### src/rtl/gpd_consts.vh
// Constants for the general-purpose port data and control block
// Summary of operation
// - Output-mode pin drives its data bit
// - Read returns data bit or pin level
// - Direction mixes per bit in one read
// - Reset clears port 2, 3, 4 data
// - Write reaches pins one cycle later
// - Read samples pins at answer edge
// - Data registers are 4-bit read/write
// - Port 2 pin controls at 10H-13H
// - Port 2 controls are write-only
// - Control bit 3 enables pin interrupt
// - Control bit 2 selects sampling clock
// - Control bit 1 sets pin direction
// - Input: bit 0 pulled or high-impedance
// - Output: bit 0 CMOS or open-drain
// - Every port bit has own direction
// - One global pull polarity bit
// - Port 2 level change raises interrupt request
`ifndef GPD_CONSTS_VH
`define GPD_CONSTS_VH
// Register indices; byte address is four times the index
`define GPD_IDX_P2_DATA   8'h00
`define GPD_IDX_P3_DATA   8'h01
`define GPD_IDX_P4_DATA   8'h02
`define GPD_IDX_P2_CTL0   8'h10
`define GPD_IDX_P2_CTL1   8'h11
`define GPD_IDX_P2_CTL2   8'h12
`define GPD_IDX_P2_CTL3   8'h13
`define GPD_IDX_P34_DIR   8'h20
`define GPD_IDX_P34_DRV   8'h21
`define GPD_IDX_PULL_POL  8'h22
`define GPD_IDX_IRQ_STAT  8'h23
`define GPD_IDX_IRQ_MASK  8'h24
// Control register fields
`define GPD_CTL_DRV       0
`define GPD_CTL_DIR       1
`define GPD_CTL_CLKSEL    2
`define GPD_CTL_IE        3
// Reset values
`define GPD_RST_NIB       4'h0
`define GPD_RST_CTL       16'h0000
`define GPD_RST_BYTE      8'h00
// Sampling clock timing
`define GPD_PCLK_HZ       250000000
`define GPD_SAMPLE_HZ     64
`endif

### src/rtl/gpd_port.v
// Port 2/3/4 data registers, port 2 pin controls and pin-change interrupts
`timescale 1ns/1ns
`include "gpd_consts.vh"

module gpd_port #(
	parameter SAMPLE_DIV = `GPD_PCLK_HZ / `GPD_SAMPLE_HZ
) (
	input  wire        pclk,
	input  wire        presetn,
	input  wire        psel,
	input  wire        penable,
	input  wire        pwrite,
	input  wire [11:0] paddr,
	input  wire [31:0] pwdata,
	output reg  [31:0] prdata,
	output reg         pready,
	output reg         pslverr,
	input  wire [3:0]  p2_in,
	output reg  [3:0]  p2_out,
	output reg  [3:0]  p2_oe_n,
	output reg  [3:0]  p2_pull_en,
	input  wire [3:0]  p3_in,
	output reg  [3:0]  p3_out,
	output reg  [3:0]  p3_oe_n,
	output reg  [3:0]  p3_pull_en,
	input  wire [3:0]  p4_in,
	output reg  [3:0]  p4_out,
	output reg  [3:0]  p4_oe_n,
	output reg  [3:0]  p4_pull_en,
	output reg         pull_up,
	output reg         irq
);

	////////////////////////////////////////////////////////////////////////
	// Pin driver helpers

	// Low while the pad drives; open-drain only drives a zero
	function [3:0] oe_n_of;
		input [3:0] dir;
		input [3:0] drv;
		input [3:0] data;
		begin
			oe_n_of = ~(dir & (~drv | ~data));
		end
	endfunction

	// Mixed read: stored bit for outputs, pin level for inputs
	function [3:0] read_mix;
		input [3:0] dir;
		input [3:0] data;
		input [3:0] pin;
		begin
			read_mix = (dir & data) | (~dir & pin);
		end
	endfunction

	////////////////////////////////////////////////////////////////////////
	// Registers

	reg  [3:0]  p2_data_q;
	reg  [3:0]  p3_data_q;
	reg  [3:0]  p4_data_q;
	reg  [15:0] p2_ctl_q;
	reg  [7:0]  p34_dir_q;
	reg  [7:0]  p34_drv_q;
	reg         pull_pol_q;
	reg  [3:0]  irq_stat_q;
	reg  [3:0]  irq_mask_q;
	reg  [3:0]  samp_q;
	reg  [31:0] div_q;
	reg         tick_q;

	wire [7:0]  idx       = paddr[9:2];
	wire        access    = psel & penable;
	wire        done      = access & pready;
	wire        wr_en     = done & pwrite;
	wire [3:0]  wnib      = pwdata[3:0];
	wire [3:0]  p2_dir;
	wire [3:0]  p2_drv;
	wire [3:0]  p2_ie;
	wire [3:0]  p2_csel;
	reg  [3:0]  p2_samp_en;
	reg  [3:0]  chg;
	reg  [31:0] rd_d;
	reg         hit_d;
	integer     i;

	genvar g;
	generate
		for (g = 0; g < 4; g = g + 1) begin : g_ctl
			// Control bit fields per pin
			assign p2_drv[g]  = p2_ctl_q[4*g + `GPD_CTL_DRV];
			assign p2_dir[g]  = p2_ctl_q[4*g + `GPD_CTL_DIR];
			assign p2_csel[g] = p2_ctl_q[4*g + `GPD_CTL_CLKSEL];
			assign p2_ie[g]   = p2_ctl_q[4*g + `GPD_CTL_IE];
		end
	endgenerate

	////////////////////////////////////////////////////////////////////////
	// Register writes

	always @(posedge pclk or negedge presetn) begin
		if (!presetn) begin
			p2_data_q  <= `GPD_RST_NIB;
			p3_data_q  <= `GPD_RST_NIB;
			p4_data_q  <= `GPD_RST_NIB;
			p2_ctl_q   <= `GPD_RST_CTL;
			p34_dir_q  <= `GPD_RST_BYTE;
			p34_drv_q  <= `GPD_RST_BYTE;
			pull_pol_q <= 1'b0;
			irq_mask_q <= `GPD_RST_NIB;
		end else if (wr_en) begin
			case (idx)
				`GPD_IDX_P2_DATA: p2_data_q <= wnib;
				`GPD_IDX_P3_DATA: p3_data_q <= wnib;
				`GPD_IDX_P4_DATA: p4_data_q <= wnib;
				`GPD_IDX_P2_CTL0: p2_ctl_q[3:0]   <= wnib;
				`GPD_IDX_P2_CTL1: p2_ctl_q[7:4]   <= wnib;
				`GPD_IDX_P2_CTL2: p2_ctl_q[11:8]  <= wnib;
				`GPD_IDX_P2_CTL3: p2_ctl_q[15:12] <= wnib;
				`GPD_IDX_P34_DIR: p34_dir_q <= pwdata[7:0];
				`GPD_IDX_P34_DRV: p34_drv_q <= pwdata[7:0];
				`GPD_IDX_PULL_POL: pull_pol_q <= pwdata[0];
				`GPD_IDX_IRQ_MASK: irq_mask_q <= wnib;
				default: ;
			endcase
		end
	end

	////////////////////////////////////////////////////////////////////////
	// APB answer: one wait state, data and error registered

	always @* begin
		hit_d = 1'b1;
		rd_d  = 32'h0000_0000;
		case (idx)
			`GPD_IDX_P2_DATA: rd_d[3:0] = read_mix(p2_dir, p2_data_q, p2_in);
			`GPD_IDX_P3_DATA: rd_d[3:0] = read_mix(p34_dir_q[3:0], p3_data_q, p3_in);
			`GPD_IDX_P4_DATA: rd_d[3:0] = read_mix(p34_dir_q[7:4], p4_data_q, p4_in);
			`GPD_IDX_P2_CTL0: rd_d = 32'h0000_0000;
			`GPD_IDX_P2_CTL1: rd_d = 32'h0000_0000;
			`GPD_IDX_P2_CTL2: rd_d = 32'h0000_0000;
			`GPD_IDX_P2_CTL3: rd_d = 32'h0000_0000;
			`GPD_IDX_P34_DIR: rd_d[7:0] = p34_dir_q;
			`GPD_IDX_P34_DRV: rd_d[7:0] = p34_drv_q;
			`GPD_IDX_PULL_POL: rd_d[0] = pull_pol_q;
			`GPD_IDX_IRQ_STAT: rd_d[3:0] = irq_stat_q;
			`GPD_IDX_IRQ_MASK: rd_d[3:0] = irq_mask_q;
			default: hit_d = 1'b0;
		endcase
	end

	always @(posedge pclk or negedge presetn) begin
		if (!presetn) begin
			pready  <= 1'b0;
			pslverr <= 1'b0;
			prdata  <= 32'h0000_0000;
		end else if (access && !pready) begin
			pready  <= 1'b1;
			pslverr <= ~hit_d;
			// Pins sampled here for the read
			prdata  <= pwrite ? 32'h0000_0000 : rd_d;
		end else begin
			pready  <= 1'b0;
			pslverr <= 1'b0;
		end
	end

	////////////////////////////////////////////////////////////////////////
	// Pin drivers, registered so pads change one cycle after the write

	always @(posedge pclk or negedge presetn) begin
		if (!presetn) begin
			p2_out     <= `GPD_RST_NIB;
			p3_out     <= `GPD_RST_NIB;
			p4_out     <= `GPD_RST_NIB;
			p2_oe_n    <= 4'hf;
			p3_oe_n    <= 4'hf;
			p4_oe_n    <= 4'hf;
			p2_pull_en <= 4'hf;
			p3_pull_en <= 4'hf;
			p4_pull_en <= 4'hf;
			pull_up    <= 1'b1;
		end else begin
			p2_out  <= p2_data_q & p2_dir;
			p3_out  <= p3_data_q & p34_dir_q[3:0];
			p4_out  <= p4_data_q & p34_dir_q[7:4];
			p2_oe_n <= oe_n_of(p2_dir, p2_drv, p2_data_q);
			p3_oe_n <= oe_n_of(p34_dir_q[3:0], p34_drv_q[3:0], p3_data_q);
			p4_oe_n <= oe_n_of(p34_dir_q[7:4], p34_drv_q[7:4], p4_data_q);
			p2_pull_en <= ~p2_dir & ~p2_drv;
			p3_pull_en <= ~p34_dir_q[3:0] & ~p34_drv_q[3:0];
			p4_pull_en <= ~p34_dir_q[7:4] & ~p34_drv_q[7:4];
			pull_up <= ~pull_pol_q;
		end
	end

	////////////////////////////////////////////////////////////////////////
	// Pin-change interrupts on port 2

	// Slow tick stands in for the 64 Hz time base; shorten SAMPLE_DIV in simulation
	always @(posedge pclk or negedge presetn) begin
		if (!presetn) begin
			div_q  <= 32'h0000_0000;
			tick_q <= 1'b0;
		end else if (div_q >= SAMPLE_DIV - 1) begin
			div_q  <= 32'h0000_0000;
			tick_q <= 1'b1;
		end else begin
			div_q  <= div_q + 32'h0000_0001;
			tick_q <= 1'b0;
		end
	end

	always @* begin
		for (i = 0; i < 4; i = i + 1) begin
			p2_samp_en[i] = p2_csel[i] | tick_q;
			chg[i] = p2_samp_en[i] & p2_ie[i] & (p2_in[i] != samp_q[i]);
		end
	end

	always @(posedge pclk or negedge presetn) begin
		if (!presetn) begin
			samp_q     <= `GPD_RST_NIB;
			irq_stat_q <= `GPD_RST_NIB;
			irq        <= 1'b0;
		end else begin
			for (i = 0; i < 4; i = i + 1) begin
				if (p2_samp_en[i])
					samp_q[i] <= p2_in[i];
			end
			if (wr_en && idx == `GPD_IDX_IRQ_STAT)
				irq_stat_q <= (irq_stat_q & ~wnib) | chg;
			else
				irq_stat_q <= irq_stat_q | chg;
			irq <= |(irq_stat_q & irq_mask_q);
		end
	end

endmodule // gpd_port

### config.mk
export PLATFORM = sky130hd
export DESIGN_NAME = gpd_port
export DESIGN_NICKNAME = d
export VERILOG_FILES = /design/src/rtl/gpd_port.v
export VERILOG_INCLUDE_DIRS = /design/src /design/src/rtl
export SDC_FILE = /design/constraint.sdc
export NUM_CORES = 1
export LEC_CHECK = 0
export ABC_AREA = 1
export ABC_CLOCK_PERIOD_IN_PS = 1750
export BUFFER_PORTS_ARGS = -buffer_cell sky130_fd_sc_hd__clkbuf_2
export CAP_MARGIN = 20
export CORE_ASPECT_RATIO = 1.1
export CORE_MARGIN = 3
export CORE_UTILIZATION = 40
export DETAILED_ROUTE_END_ITERATION = 10
export PLACE_DENSITY = 0.71
export REMOVE_ABC_BUFFERS = 1
export SYNTH_ARGS = -nofsm -noshare
export SYNTH_HDL_FRONTEND = slang
export SYNTH_SLANG_ARGS = --single-unit
### constraint.sdc
create_clock -name pclk -period 1.75 [get_ports pclk]
set_input_delay 0.175 -clock pclk [delete_from_list [all_inputs] [get_ports pclk]]
set_output_delay 0.175 -clock pclk [all_outputs]
set_load 0.02 [all_outputs]
### After elaboration in Yosys (flattened, before gate mapping)

Index checks and enable logic that the tools add are counted.

* add/subtract/negate cells: 1
* eq/ne operators: 15
* shift operators: 0
* mux-type cells: 10
* div/mod/pow operators: 0
* bitwise logic cells: 52
* order comparisons: 1
* reduce and logical (&&, ||, !) cells: 17
* multiply operators: 0

Operators by type and width (count)
* 4-bit bitwise AND: 14
* 4-bit NOT: 13
* 8-bit by 6-bit == test with 1-bit output (second input constant): 5
* 32-bit by 1-bit adder with 32-bit output (second input constant): 1
* 8-bit by 5-bit == test with 1-bit output (second input constant): 4
* 32-bit by 22-bit greater-or-equal comparator with 1-bit output (second input constant): 1
* 32-bit two-way mux: 1
* 4-bit OR: 8
* 2-bit AND reduction: 11
* 3-bit case mux with 7 select lines: 1
* 12-bit OR reduction: 1
* 1-bit bitwise AND: 11
* 8-bit by 1-bit == test with 1-bit output (second input constant): 1
* 8-bit by 2-bit == test with 1-bit output (second input constant): 1
* 8-bit zero test: 1
* 8-bit two-way mux: 1
* 1-bit case mux with 8 select lines: 1
* 4-bit case mux with 2 select lines: 1
* 1-bit two-way mux: 4
* 4-bit two-way mux: 1
* 1-bit != test: 4
* 1-bit OR: 4
* 4-bit OR reduction: 1
* 1-bit logical AND: 2
* 2 further kinds: 3

* bits in latches: 0
* memory bits (writable): 0
* logic and storage cells: 128
* memories kept: 0
* input bits: 61
* flip-flop bits (word level): 162
* output and inout port bits: 72
* memory bits (read-only): 0

### Depth between registers and ports, before layout

Gate-level depths: netlist of the first run.

* depth in word-level cells: 5
* gate-level depth with buffers: 12
* gate-level depth less buffers: 11

### Least setup slack after synthesis of the first run

OpenSTA, ideal clock, no wires.

* path kind: reg2reg
* start: reg pready
* end: reg irq_stat_q[1]
* stages on the path, launching flop included: 7
* arrival: 1.245 ns
* clock period less this slack: 1.373 ns
* path slack: 0.377 ns
* data required time: 1.622 ns
* path buffers: 1
* setup time: 0.128 ns
* cell sequence: dfrtp_1 > nand2_1 > nor2_4 > buf_4 > nand3_1 > o21ai_0 > o31ai_1

* word-level cells in the longest chain between the ends: 4

Ends and longest elaborated chain
* start: declaration: RTL line gpd_port.v:16 `output reg pready,`
* start signal: assignment: RTL line gpd_port.v:155 `pready <= 1'b0;`
* start signal: assignment: RTL line gpd_port.v:159 `pready <= 1'b1;`
* start signal: assignment: RTL line gpd_port.v:164 `pready <= 1'b0;`
* 1-bit bitwise AND: RTL line gpd_port.v:75 `wire done = access & pready;`
* 1-bit bitwise AND: RTL line gpd_port.v:76 `wire wr_en = done & pwrite;`
* 1-bit logical AND (no line)
* 4-bit two-way mux: RTL line gpd_port.v:232 `` if (wr_en && idx == `GPD_IDX_IRQ_STAT) ``
* end signal: assignment: RTL line gpd_port.v:225 `` irq_stat_q <= `GPD_RST_NIB; ``
* end signal: assignment: RTL line gpd_port.v:233 `irq_stat_q <= (irq_stat_q & ~wnib) | chg;`
* end signal: assignment: RTL line gpd_port.v:235 `irq_stat_q <= irq_stat_q | chg;`
* end: declaration: RTL line gpd_port.v:67 `reg [3:0] irq_stat_q;`

No other way between the ends.
A chain may end at the register's enable or synchronous reset.

### Final worst setup path of the first run

* start: reg div_q[0]
* end: reg div_q[6]

* word-level cells in the longest chain between the ends: 2
* elaborated cells between the ends (all ways): 3
* those cells by class: 1 x add/sub; 1 x order compare; 1 x mux

Ends and longest elaborated chain
* start: declaration: RTL line gpd_port.v:70 `reg [31:0] div_q;`
* start signal: assignment: RTL line gpd_port.v:210 `div_q <= div_q + 32'h0000_0001;`
* 32-bit by 1-bit adder with 32-bit output / 32-bit by 22-bit greater-or-equal comparator with 1-bit output (equally long branches): RTL line gpd_port.v:210, gpd_port.v:206
* 32-bit two-way mux *: RTL line gpd_port.v:206 `end else if (div_q >= SAMPLE_DIV - 1) begin`

Mark *: on every way between the ends. The rest lies on a longest branch, timed or not.

==> results of run 1 <==
-- tightest hold or removal path, stage by stage --
cell	delay [ns]
clkbuf_2	0.08
inv_1	0.09
o21ai_2	0.07
-- synthesized netlist by cell type, drive strengths merged --
| library cell | number |
|---|---|
| dfrtp | 113 |
| nor2 | 89 |
| a31oi | 1 |
| inv | 70 |
| o21bai | 1 |
| ha | 3 |
| o21ai | 79 |
| o2111a | 1 |
| conb | 1 |
| buf | 30 |
| xnor2 | 5 |
| nor4 | 1 |
| nand2 | 199 |
| clkbuf | 4 |
| nor3 | 9 |
| xor2 | 9 |
| a22o | 2 |
| a21oi | 5 |
| o211ai | 2 |
| nand3 | 37 |
| o31ai | 1 |
| nand3b | 1 |
| nand4 | 6 |
| dfstp | 25 |
| clkinv | 1 |
-- sequential cells by signal, indices dropped and copies added (netlist names), 8 cells and up --
name,cells
p2_ctl_q,16
prdata,8
p34_drv_q,8
p34_dir_q,8
div_q,32
-- kinds of logic (layout without fill, tap and decap cells) --
group / after synthesis / in the layout / synth area share, %
AOI/OAI and AO/OA: 92 / 92 / 8.761
and+or+nand+nor: 342 / 342 / 24.79
DFF: 138 / 138 / 55.58
xor gates and xnor gates: 14 / 14 / 1.956
buffers and inverters: 105 / 190 / 8.262
adders and majority gates: 3 / 3 / 0.5987
other: 1 / 34 / 0.05981
-- cells in the final DEF, fill, tap and decap left out, types with 4 or more instances in the layout --
cell type	count
nand3_2	6
xor2_1	9
clkinv_2	5
xnor2_1	5
nand2_1	189
nor3_2	4
inv_1	66
nor2_2	8
inv_2	4
o21ai_2	16
dfstp_2	25
dfrtp_1	113
conb_1	34
nand3_1	30
a21oi_1	4
clkbuf_2	79
o21ai_0	61
nor2_1	72
nor3_1	4
nor2_4	9
nand2_2	9
clkbuf_16	17
nand4_1	6
-- worst min path at each step --
stage	from	endpoint	slack [ns]	cells past startpoint
floorplan	presetn	div_q[0]	-0.12	0
global placement	presetn	p34_dir_q[5]	0.08	1
detailed placement	presetn	p34_dir_q[5]	0.09	1
CTS	pwdata[5]	p34_dir_q[5]	0.03	3
global route	pwdata[5]	p34_dir_q[5]	0.03	3
finish	pwdata[6]	p34_drv_q[6]	0.04	3
-- per-layer routing --
layer	GRT usage [%]	share of wire [%]
met1	22.35	46
met3	4.459	3.9
met4	5.060	1.0
met5	0	0
met2	27.97	49
-- power by group --
group / internal, mW / switching, mW / total (mW)
Combinational: 0.0777 / 0.243 / 0.320
Sequential: 3.23 / 0.0172 / 3.25
Clock: 2.34 / 1.35 / 3.69
-- area by class of cell --
type / count / area (um2)
clock inverter: 12 / 146.4
tap: 196 / 245.2
timing repair buffer: 87 / 499.2
multi-input combinational: 485 / 2391
clock buffer: 20 / 466.7
sequential: 138 / 3485
inverter: 71 / 266.5
fill: 1400 / 7731
-- what timing repair did --
item	CTS	global route
resized for setup	0	0
endpoints found under the setup margin	0	0
endpoints found under the hold margin	103	0
hold buffers	1	0
-- stage by stage --
| step | instance area (um2) | hold WS [ns] | setup slack (ns) |
|---|---|---|---|
| 2_1_floorplan | 6142 | -0.1206 | 0.3388 |
| 3_3_place_gp | 6877 | 0.08393 | 0.2200 |
| 3_5_place_dp | 6877 | 0.08725 | 0.1918 |
| 4_1_cts | 7500 | 0.02826 | 0.1565 |
| 5_1_grt | 7500 | 0.03494 | 0.01120 |
| 6_report | 7500 | 0.03852 | 0.1789 |
==> summary.md, run 1 <==
| Metric | Value |
|---|---|
| Outcome | `complete, no violations` |
| Largest cells by area after synthesis | `dfrtp_1, nand2_1, dfstp_2` |
| Detailed Routing Iterations Pass 1 | `7` |
| Cell area power density | `967.1 nW/um2` |
| Die Wd | `between 100 and 150 um` |
| Core ar. | `15230 um2` |
| Final net count | `between 800 and 900` |
| Hpwl dp | `~10 mm` |
| Critical Path Source Type | `flop` |
| Clk_lat worst skew | `0.42 ns` |
| Initial antenna violation count | `0` |
| Die ar. | `17210 um2` |
| Critical path class | `reg -> reg` |
| Via Count | `4725` |
| Slew headroom | `63.95%` |
| Cell total after placement | `976` |
| Post-synth top area share | `45.10%` |
| Crit path DAT | `1.91 ns` |
| Hold Crit Class | `in -> reg` |
| Crit-path leading delay family | `simple AND/OR/NAND/NOR gates` |
| Clock-pin slew on the worst setup and hold paths | `0.06 ns` |
| Worst path buffer plus inverter count | `1` |
| FF-to-FF Start | `div_q[0]` |
| FMAX | `636.5 MHz` |
| Overall power | `7.253 mW` |
| CP max FO | `13` |
| Vias in the first global route | `4461` |
| Endpoint class of the critical path | `flop` |
| Final Max Slew Viols | `0` |
| Critical path depth | `11` |
| H-tree depth | `4` |
| Min cycle time layout | `1.571 ns` |
| Final Setup Violations | `0` |
| Leakage power | `3.628 nW` |
| Final core utilization | `49.24%` |
| Setup TNS | `0 ns` |
| Root buf cell | `clkbuf_16` |
| Final-report hold violation count | `0` |
| Number of port buffers | `80` |
| Cell taking the most area after synthesis | `dfrtp_1` |
| Largest net degree at the start of global routing | `46` |
| CTS buffer count | `17` |
| Ant diodes | `0` |
| Worst flop-to-flop path endpoint | `div_q[6]` |
| Final period utilization | `89.78%` |
| CP cell instances | `ha_1 > nor2_1 > nand2_1 > nand2_1 > nand2_1 > nand2_1 > nand2_1 > nand2_2 > nand2_2 > buf_12 > nor2_1` |
| Critical Path Source | `div_q[0]` |
| Post-synthesis sequential area ratio | `a little under three fifths` |
| Clock skew | `0.005733 ns` |
| CP max-delay cell | `dfrtp_1` |
| Worst r2r path cells | `11` |
| CP Data Required Time | `2.09 ns` |
| R2r setup slk | `0.18 ns` |
| First DRT Iteration DRCs | `about 320` |
| Total of warnings raised by yosys | `0` |
| Maxcap violations | `0` |
| Tightest Pin Transition | `0.5402 ns` |
| Worst VDD drop | `~730 uV` |
| Via density | `4.683` |
| Clock buffer depth | `2` |
| Initial Utilization | `approximately two fifths` |
| # rows | `47` |
| Critical path destination | `div_q[6]` |
| GPL Wtd Cong | `about 0.85` |
| Synthesized area per cell | `9.021 um2` |
| CP peak stage delay | `slightly above 0.4 ns` |
| First-pass GRT wire length | `22.96 mm` |
| Post-synth cell types | `38` |
| Cells after synthesis | `695` |
| RSZ-0062 raised after global routing | `false` |
| Clock Sink Count | `138` |
| GR Overflow Total | `0` |
| DRT antenna net count | `0` |
| Non-Filler Instances | `about 1000` |
| Wire length per cell | `about 14 um` |
| Die Y | `137.3 um` |
| Mapped Area | `6270 um2` |
| Setup bufs post-CTS | `0` |
| Most used cell along the critical path | `nand2_1` |
| Layout area overhead | `19.62%` |
| Share of cells above drive strength 1 | `24.97%` |
| Post-Route WL | `14.00 mm` |
| Final routed DRC violation total | `0` |
| FF+latch count, synth | `138` |
| CTS tree | `yes` |
| I/O pin count | `133` |
| Gr usage total | `17.01%` |
(Power assumes the default switching activity.)
==> run 2, diff against run 1 <==
Settings changed: ABC_AREA 1 to not set, CELL_PAD_IN_SITES_DETAIL_PLACEMENT set to 1, CELL_PAD_IN_SITES_GLOBAL_PLACEMENT set to 2, CORE_UTILIZATION 40 to 34, PLACE_DENSITY 0.71 to 0.87.
==> run 2 against run 1 <==
Against the previous run:
- the flow now finishes with violations (setup timing)
- hold slack lost 0.025 ns
- register-to-register slack lost 0.18 ns
- combinational power grew 16%
- global-route usage rose by 0.39 points
- first-iteration DRC count fell by 42%
- sequential power about the same
- final cell count decreased by 8.4%
- synthesized cell count shrank 23%
- critical path type unchanged
- largest power group unchanged
==> summary.md, run 2 <==
| Metric | Value |
|---|---|
| Total of warnings raised by yosys | `0` |
| Worst flop-to-flop path endpoint | `div_q[14]` |
| Largest net degree at the start of global routing | `47` |
| Maxcap violations | `0` |
| Worst VDD drop | `652.4 uV` |
| Fin Hold WS | `0.01341 ns` |
| EDFF count, synth | `0` |
| Hold Path Depth | `2` |
| Layout area overhead | `29.65%` |
| Vias in the first global route | `4922` |
| Hold Crit Start | `pwdata[4]` |
| GPL Wtd Cong | `0.8806` |
| Mapped Area | `5937 um2` |
| Mux share of post-synthesis cell area | `9.252%` |
| Detailed Routing Iterations Pass 1 | `4` |
| Largest registers | `div_q (32), p2_ctl_q (16)` |
| FF-to-FF Start | `div_q[1]` |
| Min cycle time layout | `1.755 ns` |
| Final routed DRC violation total | `0` |
| CP peak stage delay | `~0.38 ns` |
| CTS buffer count | `17` |
| CP max-delay cell | `dfrtp_1` |
| Number of port buffers | `80` |
| Final net count | `741` |
| Max FFs per register | `32` |
| Most common cell after layout, fill and taps aside | `dfrtp_1` |
| Post-Synth XOR/XNOR Area | `3.393%` |
| Via density | `4.839` |
| Most frequent cells in the layout | `dfrtp_1, clkbuf_2, nand2_1` |
| Post-Synth Simple-Gate Area | `15.79%` |
| Post-synth cell types | `55` |
| Cells after synthesis | `532` |
| Cell area power density | `about 970 nW/um2` |
| Largest reg by FF count | `div_q` |
| Crit path DAT | `2.11 ns` |
| Post-synthesis sequential area ratio | `58.69%` |
| Dpl ws | `-0.1071 ns` |
| Clock buffer depth | `2` |
| Hold Crit Class | `in -> reg` |
| First DRT Iteration DRCs | `187` |
| Failing checks | `setup timing` |
| Hpwl dp | `11.58 mm` |
| Clock-pin slew on the worst setup and hold paths | `0.06 ns` |
| I/O pin count | `133` |
| Clock Sink Count | `between 100 and 150` |
| Initial antenna violation count | `0` |
| Post-Route WL | `16.38 mm` |
| Share of cells above drive strength 1 | `37.25%` |
| Synthesized area per cell | `11.16 um2` |
| FMAX | `569.7 MHz` |
| CP cell instances | `inv_1 > ha_2 > inv_2 > o31ai_4 > a311oi_2 > a211o_1 > buf_6 > nor2_2` |
| Final Setup Violations | `2` |
| Initial Utilization | `about a third` |
| Area share of fa/ha/maj cells after synthesis | `0.6322%` |
| Ant diodes | `0` |
| Core ar. | `17080 um2` |
| Placed cell area | `6892 um2` |
| Final setup margin | `-0.005359 ns` |
| Post-synth top area share | `47.63%` |
| Cell total after placement | `886` |
| Fillers | `1872` |
| FF+latch count, synth | `138` |
| Via Count | `4471` |
| Outcome | `finished, violations left` |
| Wire length per cell | `17.73 um` |
| Critical Path Source Type | `flop` |
| Gr usage total | `17.40%` |
| Overall power | `7.486 mW` |
| Non-Filler Instances | `924` |
| CP max FO | `6` |
| Final instance area | `between 7000 and 8000 um2` |
| R2r setup slk | `-0.005 ns` |
| H-tree depth | `4` |
| CTS tree | `yes` |
| Clk_lat worst skew | `0.43 ns` |
| Main combinational cell family by area after synthesis | `simple AND/OR/NAND/NOR gates` |
| Leakage power | `3.644 nW` |
| Cell taking the most area after synthesis | `dfrtp_1` |
| Post-synth top cells | `dfrtp_1, nand2_1, nor2_1` |
| Setup TNS | `-0.008973 ns` |
| Clock skew | `0.007426 ns` |
| Die Y | `144.6 um` |
| Final core utilization | `between 40% and 50%` |
| RSZ-0062 raised after global routing | `true` |
| WHS Endpoint | `p34_dir_q[4]` |
| First-pass GRT wire length | `25.92 mm` |
| Final Max Slew Viols | `0` |
| DRT antenna net count | `0` |
| Endpoint class of the critical path | `flop` |
| CP Data Required Time | `2.11 ns` |
| Most frequent cell after synthesis | `dfrtp_1` |
| Final-report hold violation count | `0` |
| Critical path class | `reg -> reg` |
| FF/Latch Area | `3486 um2` |
| Die ar. | `around 19000 um2` |
| Worst r2r path cells | `8` |
| Async SR Flop Fraction | `100.0%` |
| # rows | `50` |
| Largest cells by area after synthesis | `dfrtp_1, dfstp_2, mux2_2` |
| Area of the multi-input gates | `2374 um2` |
| Post-synthesis compound-gate area fraction | `7.018%` |
| Main flop type after synthesis | `dfrtp_1` |
| Root buf cell | `clkbuf_16` |
| Final period utilization | `100.3%` |
| GR Overflow Total | `0` |
| Die Wd | `132.0 um` |
## run 2: changes by cell type after synthesis, sizes merged, moves of 23 or more
cell / change
nand2: -137
o21ai: -58
inv: -52
mux2: +47
nor2: -28
nand3: -23
## run 2: kinds of logic (layout without fill, tap and decap cells)
kind of cell | Yosys count | count (layout)
AO/OA/AOI/OAI | 67 | 67
XOR/XNOR | 23 | 23
adder cells (fa/ha/maj) | 3 | 3
buffers and inverters | 57 | 182
flip-flops | 138 | 138
multiplexers | 49 | 49
other | 1 | 34
AND/OR/NAND/NOR | 194 | 194
## run 2: worst max-delay path: cells and delay by family (launching register included)
kind / cells / cell delay [ns]
simple gates: 1 / 0.12
compound gates: 3 / 0.68
flops: 1 / 0.38
fa+ha+maj: 1 / 0.18
buf+inv: 3 / 0.33
## run 2: cell type report
type                       instances  share of cell area (%)
sequential                       138                   45.29
timing repair buffer             132                   10.92
multi-input combinational        370                   30.84
inverter                          18                  0.8778
clock inverter                    11                   2.162
tap                              234                   3.804
clock buffer                      21                   6.112
## run 2: worst max path at each step
stage | depth (start not counted) | slack (ns) | to | start
after floorplan | 4 | -0.18 | prdata[2] | pready
after global placement | 6 | -0.05 | p34_drv_q[3] | paddr[6]
after detailed placement | 6 | -0.11 | p2_ctl_q[14] | paddr[9]
after CTS | 4 | 0.001 | prdata[3] | pready
after global routing | 8 | -0.11 | div_q[2] | div_q[0]
final | 8 | -0.005 | div_q[14] | div_q[1]
## run 2: report_power, final
part           switching, mW  leakage, nW  internal, mW
logic                  0.252         1.59         0.118
registers             0.0187         1.74          3.23
clock network           1.37        0.305          2.49
total                   1.64         3.64          5.84
## run 2: timing repair
item | in CTS | in global routing
gates cloned | 0 | 1
buffers inserted | 0 | 2
setup endpoints to repair | 23 | 29
hold endpoints to repair | 33 | 0
hold buffers | 3 | 0
resized for setup | 3 | 31
pin swaps | 1 | 11
## run 2: routing by layer
metal	GRT usage, %	share of wire, %	wire length [um]
met1	20.41	41	6692
met5	0	0	0
met4	6.799	1.9	311
met3	4.628	4.2	688
met2	30.71	53	8691
